==> config.mk <==
export PLATFORM = sky130hd
export DESIGN_NAME = cmtpt_timer
export DESIGN_NICKNAME = d
export VERILOG_FILES = /design/src/hw/cmtpt_pkg.sv /design/src/hw/cmtpt_prescaler.sv /design/src/hw/cmtpt_pin_ctrl.sv /design/src/hw/cmtpt_timer.sv
export SDC_FILE = /design/constraint.sdc
export NUM_CORES = 1
export LEC_CHECK = 0
export CORE_AREA = 2 2 175 126
export CTS_CLUSTER_DIAMETER = 150
export DETAILED_ROUTE_END_ITERATION = 8
export DIE_AREA = 0 0 177 128
export DONT_BUFFER_PORTS = 1
export PLACE_DENSITY = 0.57
export RECOVER_POWER = 25
export SETUP_SLACK_MARGIN = 0.05
export SKIP_LAST_GASP = 1
export SLEW_MARGIN = 20
export SYNTH_ARGS = -nofsm -noshare
export SYNTH_HDL_FRONTEND = slang
export SYNTH_HIERARCHICAL = 1
export SYNTH_SLANG_ARGS = --single-unit
==> constraint.sdc <==
create_clock -name clk -period 3.8 [get_ports clk]
set_input_delay 0.38 -clock clk [delete_from_list [all_inputs] [get_ports clk]]
set_output_delay 0.38 -clock clk [all_outputs]
set_load 0.03 [all_outputs]
==> src/hw/cmtpt_pkg.sv <==
/*
  Package for the compare-match toggle pulse timer: register indices,
  field positions, reset values, codes and timing constants.
  Assumes a 16-bit register port with word-wide access only.
*/
package cmtpt_pkg;

  // Geometry of the timer unit
  localparam int CHANNELS   = 6;
  localparam int CNT_W      = 16;
  localparam int ADDR_W     = 5;

  // Register indices on the plain register port
  localparam logic [4:0] OFS_START     = 5'h00; // Shared start register
  localparam logic [4:0] OFS_CTRL0     = 5'h01; // Channel 0 control
  localparam logic [4:0] OFS_MODE0     = 5'h02; // Channel 0 mode
  localparam logic [4:0] OFS_IOCH0     = 5'h03; // Channel 0 I/O control high
  localparam logic [4:0] OFS_IOCL0     = 5'h04; // Channel 0 I/O control low
  localparam logic [4:0] OFS_CNT0      = 5'h05; // Channel 0 counter
  localparam logic [4:0] OFS_GRA0      = 5'h06; // Channel 0 general A..D
  localparam logic [4:0] OFS_GRB0      = 5'h07;
  localparam logic [4:0] OFS_GRC0      = 5'h08;
  localparam logic [4:0] OFS_GRD0      = 5'h09;
  localparam logic [4:0] OFS_PIN_STAT  = 5'h0A; // Pin level and match status

  // Control register fields
  localparam int COUNTER_CLEAR_SELECT_LSB  = 5;
  localparam int COUNTER_CLEAR_SELECT_W    = 3;
  localparam int TPSC_LSB  = 0;
  localparam int TPSC_W    = 3;
  // I/O control field for output A
  localparam int IOA_LSB   = 0;
  localparam int IOA_W     = 4;
  // Mode register fields
  localparam int MODE_LSB  = 0;
  localparam int MODE_W    = 4;
  localparam int BFA_BIT   = 4;

  // Codes
  localparam logic [2:0] COUNTER_CLEAR_SELECT_NONE  = 3'h0;
  localparam logic [2:0] COUNTER_CLEAR_SELECT_GRA   = 3'h1;
  localparam logic [2:0] TPSC_DIV1  = 3'h0;
  localparam logic [2:0] TPSC_DIV4  = 3'h1;
  localparam logic [2:0] TPSC_DIV16 = 3'h2;
  localparam logic [2:0] TPSC_DIV64 = 3'h3;
  localparam logic [3:0] MODE_NORMAL = 4'h0;
  localparam logic [3:0] MODE_PWM2   = 4'h3;

  // Reset values
  localparam logic [15:0] CNT_RESET = 16'h0000;
  localparam logic [15:0] GR_RESET  = 16'hFFFF;
  localparam logic [7:0]  REG8_RESET = 8'h00;

  // Timing: peripheral clock period in ns and half-period example count
  localparam int          CLK_NS        = 10;
  localparam logic [15:0] HALF_PERIOD_EX = 16'h00FF;

  // Output action decoded from the I/O control field
  typedef enum logic [1:0] {
    CMTPT_ACT_NONE, CMTPT_ACT_LOW, CMTPT_ACT_HIGH, CMTPT_ACT_TOGGLE
  } cmtpt_act_type;

endpackage

==> src/hw/cmtpt_prescaler.sv <==
/*
  Counter clock divider: turns the select code into a one-cycle enable.
  Assumes one clock; the divider runs freely so all channels share phase.
*/
`timescale 1ns/100ps
module cmtpt_prescaler (
  // Clock and reset
  input  wire logic        clk,
  input  wire logic        rst_n,
  // Select and enable
  input  wire logic [2:0]  sel,
  output logic             tick
);
  import cmtpt_pkg::*;

  typedef struct packed {
    logic [5:0] div;
  } cmtpt_div_type;

  cmtpt_div_type s_q, s_d;

  // Free running divide chain
  always_comb begin
    s_d     = s_q;
    s_d.div = s_q.div + 6'h01;
  end

  // Pick the tap; faster codes fire more often
  always_comb begin
    case (sel)
      TPSC_DIV1:  tick = 1'b1;
      TPSC_DIV4:  tick = (s_q.div[1:0] == 2'h3);
      TPSC_DIV16: tick = (s_q.div[3:0] == 4'hF);
      TPSC_DIV64: tick = (s_q.div == 6'h3F);
      default:    tick = 1'b1;
    endcase
  end

  always_ff @(posedge clk or negedge rst_n) begin
    if (!rst_n) begin
      s_q <= '0;
    end else begin
      s_q <= s_d;
    end
  end

endmodule // cmtpt_prescaler

==> src/hw/cmtpt_pin_ctrl.sv <==
/*
  Output pin A action decoder for channel 0.
  Assumes mode and buffer settings are stable while the counter runs.
*/
`timescale 1ns/100ps
module cmtpt_pin_ctrl (
  // Settings
  input  wire logic [3:0]  io_ctrl,
  input  wire logic [3:0]  mode,
  input  wire logic        buf_on,
  // Decoded behaviour
  output logic             init_level,
  output cmtpt_pkg::cmtpt_act_type match_act
);
  import cmtpt_pkg::*;

  // Meaning of the field depends on mode; buffer bit drops the match action but keeps the initial level
  always_comb begin
    init_level = io_ctrl[2];
    match_act  = cmtpt_act_type'(io_ctrl[1:0]);
    if (io_ctrl[3]) begin
      match_act = CMTPT_ACT_NONE; // Capture codes drive nothing
    end
    if (mode == MODE_PWM2) begin
      init_level = io_ctrl[1]; // Stopped level taken from bit 1
    end
    if (buf_on) begin
      match_act = CMTPT_ACT_NONE;
    end
  end

endmodule // cmtpt_pin_ctrl

==> src/hw/cmtpt_timer.sv <==
/*
  Compare-match toggle pulse timer, channel 0 of a six-channel unit with
  start bits for all six. Registers on a plain 16-bit word port.
  Assumes software writes whole words only and stops a channel before
  changing its control or mode register.
*/
// Function
// - Shared start register holds one independent run bit per channel.
// - Stopped channel drives the programmed initial level on its pin.
// - I/O control meaning depends on the mode register.
// - In second PWM mode the setting gives the level at clear; the code instead uses bit 1 only as the stopped level.
// - Buffer use of C and D makes their I/O control inert; the code instead drops pin A's compare-match action.
// - Counter is 16-bit read/write and reset to zero.
// - General registers are 16-bit read/write compare or capture values.
// - Channel 0 has four general registers, A to D.
// - Channel 0 has two I/O control registers.
// - Compare match A clears the counter when clear code selects it.
// - Toggle code inverts pin A at every match.
// - First match drives high, next drives low, alternating.
// - Period is twice the compare value plus two counts.
// - Clear code 001 clears on match with register A.
// - I/O code 0011 makes A a toggling compare, pin starting low.
`timescale 1ns/100ps
module cmtpt_timer (
  // Clock and reset
  input  wire logic                          clk,
  input  wire logic                          rst_n,
  // Hardware standby clears the counter
  input  wire logic                          standby,
  // Register port
  input  wire logic [cmtpt_pkg::ADDR_W-1:0]  reg_addr,
  input  wire logic [15:0]                   reg_wdata,
  input  wire logic                          reg_wr,
  input  wire logic                          reg_rd,
  output logic      [15:0]                   reg_rdata,
  // Pin and capture input
  input  wire logic                          capture_a,
  output logic                               pin_a,
  output logic      [cmtpt_pkg::CHANNELS-1:0] run_bits
);
  import cmtpt_pkg::*;

  typedef struct packed {
    logic [CHANNELS-1:0] start;
    logic [7:0]          ctrl;
    logic [7:0]          mode;
    logic [7:0]          ioch;
    logic [7:0]          iocl;
    logic [15:0]         cnt;
    logic [15:0]         gra;
    logic [15:0]         grb;
    logic [15:0]         grc;
    logic [15:0]         grd;
    logic                match_p;
    logic                pin;
    logic                matched;
    logic [15:0]         rdata;
  } cmtpt_state_type;

  cmtpt_state_type s_q, s_d;
  logic            tick;
  logic            init_level;
  cmtpt_act_type   act;
  logic            running;
  logic            hit;
  logic [15:0]     rd_mux;

  // Shared counter clock divider
  cmtpt_prescaler u_pre (
    .clk   (clk),
    .rst_n (rst_n),
    .sel   (s_q.ctrl[TPSC_LSB +: TPSC_W]),
    .tick  (tick)
  );

  // Pin behaviour follows I/O control as read through the mode
  cmtpt_pin_ctrl u_pin (
    .io_ctrl    (s_q.ioch[IOA_LSB +: IOA_W]),
    .mode       (s_q.mode[MODE_LSB +: MODE_W]),
    .buf_on     (s_q.mode[BFA_BIT]),
    .init_level (init_level),
    .match_act  (act)
  );

  assign running = s_q.start[0];

  // Equality seen on a counter clock; the clear replaces the count past A
  assign hit = running && tick && (s_q.cnt == s_q.gra);

  // Read decode; unmapped indices read as zero
  function automatic logic [15:0] read_word(input cmtpt_state_type s, input logic [ADDR_W-1:0] a);
    case (a)
      OFS_START:    read_word = {10'h000, s.start};
      OFS_CTRL0:    read_word = {8'h00, s.ctrl};
      OFS_MODE0:    read_word = {8'h00, s.mode};
      OFS_IOCH0:    read_word = {8'h00, s.ioch};
      OFS_IOCL0:    read_word = {8'h00, s.iocl};
      OFS_CNT0:     read_word = s.cnt;
      OFS_GRA0:     read_word = s.gra;
      OFS_GRB0:     read_word = s.grb;
      OFS_GRC0:     read_word = s.grc;
      OFS_GRD0:     read_word = s.grd;
      OFS_PIN_STAT: read_word = {14'h0000, s.matched, s.pin};
      default:      read_word = 16'h0000;
    endcase
  endfunction

  assign rd_mux = read_word(s_q, reg_addr);

  // Next-state logic: counting, compare, pin and register writes
  always_comb begin
    s_d         = s_q;
    s_d.match_p = 1'b0;
    s_d.rdata   = reg_rd ? rd_mux : 16'h0000;

    if (hit) begin
      // Counting past A would stretch each half period by one count
      if (s_q.ctrl[COUNTER_CLEAR_SELECT_LSB +: COUNTER_CLEAR_SELECT_W] == COUNTER_CLEAR_SELECT_GRA) begin
          s_d.cnt = CNT_RESET;
        end else begin
          s_d.cnt = s_q.cnt + 16'h0001;
        end
        case (act)
          CMTPT_ACT_LOW:    s_d.pin = 1'b0;
          CMTPT_ACT_HIGH:   s_d.pin = 1'b1;
          CMTPT_ACT_TOGGLE: s_d.pin = ~s_q.pin;
          default:          s_d.pin = s_q.pin;
        endcase
    end else if (running && tick) begin
      s_d.cnt = s_q.cnt + 16'h0001;
    end
    // Registered match pulse feeds the sticky status flag
    s_d.match_p = hit;

    // Capture into A when its I/O code selects capture
    if (running && capture_a && s_q.ioch[IOA_LSB + 3]) begin
      s_d.gra = s_q.cnt;
      if (s_q.ctrl[COUNTER_CLEAR_SELECT_LSB +: COUNTER_CLEAR_SELECT_W] == COUNTER_CLEAR_SELECT_GRA) begin
        s_d.cnt = CNT_RESET;
      end
    end

    // Match flag: hardware set wins over a software write to clear
    if (s_q.match_p) begin
      s_d.matched = 1'b1;
    end

    // Stopped channel shows the programmed initial level
    if (!running) begin
      s_d.pin     = init_level;
      s_d.match_p = 1'b0;
    end

    // Register writes, whole words only
    if (reg_wr) begin
      case (reg_addr)
        OFS_START: s_d.start = reg_wdata[CHANNELS-1:0];
        OFS_CTRL0: s_d.ctrl  = reg_wdata[7:0];
        OFS_MODE0: s_d.mode  = reg_wdata[7:0];
        OFS_IOCH0: s_d.ioch  = reg_wdata[7:0];
        OFS_IOCL0: s_d.iocl  = reg_wdata[7:0];
        OFS_CNT0:  s_d.cnt   = reg_wdata;
        OFS_GRA0:  s_d.gra   = reg_wdata;
        OFS_GRB0:  s_d.grb   = reg_wdata;
        OFS_GRC0:  s_d.grc   = reg_wdata;
        OFS_GRD0:  s_d.grd   = reg_wdata;
        OFS_PIN_STAT: begin
          if (reg_wdata[1] && !s_q.match_p) begin
            s_d.matched = 1'b0;
          end
        end
        default: ;
      endcase
    end

    // Standby zeroes the counter like a reset
    if (standby) begin
      s_d.cnt     = CNT_RESET;
      s_d.match_p = 1'b0;
    end
  end

  // State register; counter resets to zero
  always_ff @(posedge clk or negedge rst_n) begin
    if (!rst_n) begin
      s_q       <= '0;
      s_q.cnt   <= CNT_RESET;
      s_q.gra   <= GR_RESET;
      s_q.grb   <= GR_RESET;
      s_q.grc   <= GR_RESET;
      s_q.grd   <= GR_RESET;
    end else begin
      s_q <= s_d;
    end
  end

  assign reg_rdata = s_q.rdata;
  assign pin_a     = s_q.pin;
  assign run_bits  = s_q.start;

endmodule // cmtpt_timer

==> results_dict.tcl <==
set metrics [dict create \
    status "finished with violations" \
    violations "capacitance limit, slew limit" \
    remaining_drc_errors 0 \
    critical_path.reg2reg.startpoint "s_q[88]" \
    drt-total-wl_um 19400 \
    fillerInstances 2048 \
    post_synthesis_xor_xnor_area_fraction 0.0412 \
    die_h_um 128 \
    clk_path_buf_depth 2 \
    wire_length_of_the_first_global_routing_pass_um 30400 \
    fin_tns_setup_ns 0 \
    setup_buffers_after_cts 0 \
    area_growth_syn_to_layout_pct 9.73 \
    worst-endpoint-arrival_ns 3.15 \
    cts_tree "done" \
    cap_violations 1 \
    numCtsBuffers 17 \
    ys_types 57 \
    peak_ir_drop_on_the_vdd_network_uv 287 \
    worstSkewPairLatency_ns 0.43 \
    floorplan.io_pins 50 \
    cts.hold.buffers_added 3 \
    die_ar_um2 22700 \
    clkSlewWorstSetupHoldPaths_ns 0.06 \
    firstDrtPassIters 5 \
    final_setup_skew_ns 0.00773 \
    yosysTopAreaCellShare 0.274 \
    syn_inst 637 \
    slew_viols_final 144 \
    worst_pin_slew_ns 1.95 \
    leading_cell_type_in_the_layout_fill_and_taps_excluded "mux2_2" \
    unrepaired_setup_endpoints_after_global_routing "no" \
    register_to_register_setup_slack_ns 0.97 \
    ctsHtreeMaxLevel 4 \
    ant_nets 0 \
    clock.fmax_ghz 0.353 \
    post-route-min-period_ns 2.83 \
    area_fraction_in_compound_gates_after_synthesis 0.124 \
    setup_violations 0 \
    leading_cell_types_in_the_layout_fill_and_taps_excluded "86 x mux2_2, 79 x dfrtp_1, 64 x dfstp_2" \
    yosys_warnings 6 \
    grt_max_degree 144 \
    slew-limit-headroom -0.302 \
    synth_top_family_by_area "multiplexers" \
    route.vias.total 5059 \
    postCtsResizedCells 0 \
    fp.dieW_um 177 \
    syn_std_cell_area_um2 7220 \
    sequential_to_total_area_share_from_yosys_stat 0.506 \
    drive_gt1_frac 0.338 \
    cts_sinks 143 \
    grt_overflow_total 0 \
    placement_rows 45 \
    first_global_vias 5150 \
    detail_route.vias_per_cell 5.69 \
    cp.required_ns 4.11 \
    worstSetupEndpoint "s_q[93]" \
    clk_root_buffer_cell "clkbuf_16" \
    worst_r2r_endpoint "s_q[93]" \
    setup.worst_path.start "s_q[88]" \
    synthTopCellsByArea "dfrtp_1 27%, dfstp_2 23%, mux2_2 13%, a22oi_1 4.5%, xor2_1 3.0%" \
    critPathKind "flip-flop to flip-flop" \
    crit_path_max_fanout 15 \
    critical_path.endpoint_type "flip-flop" \
    yosys_register_bits 143 \
    num-nets-final 623 \
    antenna_cells 0 \
    synthesis.nets 666 \
    leakage_nw 3.20 \
    antenna_found_initial 0 \
    dp.final_hpwl_um 12800 \
    placement.io_buffers 0 \
    gr-usage-all-layers 0.179 \
    worst_hold_path_type "input port to flip-flop" \
    post-layout-total-power_w 0.00453 \
    wire_per_inst_um 21.8 \
    synth.area.mux_share 0.158 \
    initial_utilization 0.342 \
    reg2regPathDepth 5 \
    ys_dominant_reg_cell "dfrtp_1" \
    synth-edff-count 0 \
    finalWeightedCongestion 0.881 \
    drt_iter0_markers 429 \
    finalHoldViolations 0 \
    synth_async_sr_flop_share 1.00 \
    yosys.area_share.simple 0.110 \
    pwr_density_cell_nw_per_um2 571 \
    core_area_um2 21100 \
    syn-mean-instance-area_um2 11.3 \
    timing.critical_path.from_type "flip-flop" \
    min_period_over_period 0.746 \
    yosysTopAreaCell "dfrtp_1" \
    synth-adder-area-share 0.00346 \
]
-- critical path: stages, from the launching register on --
cell     delay [ns]
dfrtp_1        0.49
xor2_1         0.19
nor4_1         0.57
nand4_1        0.64
or3_1          0.56
a32o_1         0.27
-- area by class of cell --
class | instances | area (um^2) | area share
clock inverter | 9 | 154 | 0.0194
tap | 282 | 353 | 0.0445
inverter | 4 | 15.0 | 0.00189
clock buffer | 23 | 498 | 0.0628
sequential | 143 | 3660 | 0.461
multi-input combinational | 416 | 3150 | 0.398
timing repair buffer | 12 | 95.1 | 0.0120
-- metal layers --
metal	vias up	global-route usage	share of wire
li1	2219	-	-
met1	2633	0.271	0.50
met2	183	0.241	0.41
met3	24	0.0507	0.081
met4	0	0.0549	0.012
met5	-	0	0
-- power by group --
| part | leakage [nW] | internal, W | switching [W] |
|---|---|---|---|
| Sequential | 1.71 | 0.00191 | 0.000260 |
| Combinational | 1.17 | 0.000284 | 0.000258 |
| Clock | 0.315 | 0.00118 | 0.000638 |
| Total | 3.20 | 0.00337 | 0.00116 |
-- logic make-up after synthesis --
logic type | after synthesis
simple gates | 149
flops | 143
compound gates | 128
mux | 103
buf+inv | 78
xor+xnor | 34
fa+ha+maj | 2
-- cell usage after synthesis (3+ instances only) --
library cell	n
nand3_1	12
mux2i_1	16
a22oi_1	43
dfstp_2	64
nand4_1	6
buf_4	23
o311ai_0	7
buf_2	25
buf_1	3
a31oi_1	12
nor4_1	9
nand2_1	43
or3_1	3
nor2_1	32
and2_1	4
inv_1	4
o31ai_1	3
mux2_2	86
xor2_1	25
nor3b_1	5
and3_1	14
dfrtp_1	79
nand2b_1	3
clkbuf_1	22
o21ai_0	8
nand2_2	3
a222oi_1	7
xnor2_1	9
a21oi_1	30
-- registers in the layout, indices dropped and copies added (netlist names) --
signal / cells
s_q: 114
reg_rdata: 16
run_bits: 6
u_pre/s_q: 6
pin_a: 1
-- per-stage QoR --
stage / instances / utilization / setup slack [ns] / area, um^2 / hold WS, ns
6_report: 889 / 0.375 / 0.966 / 7930 / 0.0616
5_1_grt: 889 / 0.375 / 0.727 / 7930 / 0.0591
4_1_cts: 889 / 0.376 / 0.981 / 7950 / 0.0401
3_5_place_dp: 854 / 0.343 / 1.04 / 7250 / 0.0908
3_3_place_gp: 854 / 0.343 / 0.940 / 7250 / 0.0910
2_1_floorplan: 637 / - / 1.71 / 7220 / 0.0844
-- how the worst min path moves through the flow --
stage	start	to	slack [ns]	cells after the start
6_report	reg_wdata[4]	s_q[87]	0.06	2
5_1_grt	standby	s_q[84]	0.06	1
3_3_place_gp	rst_n	reg_rdata[9]	0.09	0
2_1_floorplan	rst_n	pin_a	0.08	0
4_1_cts	reg_wdata[4]	s_q[87]	0.04	2
3_5_place_dp	rst_n	reg_rdata[9]	0.09	0
(Power assumes the default switching activity.)
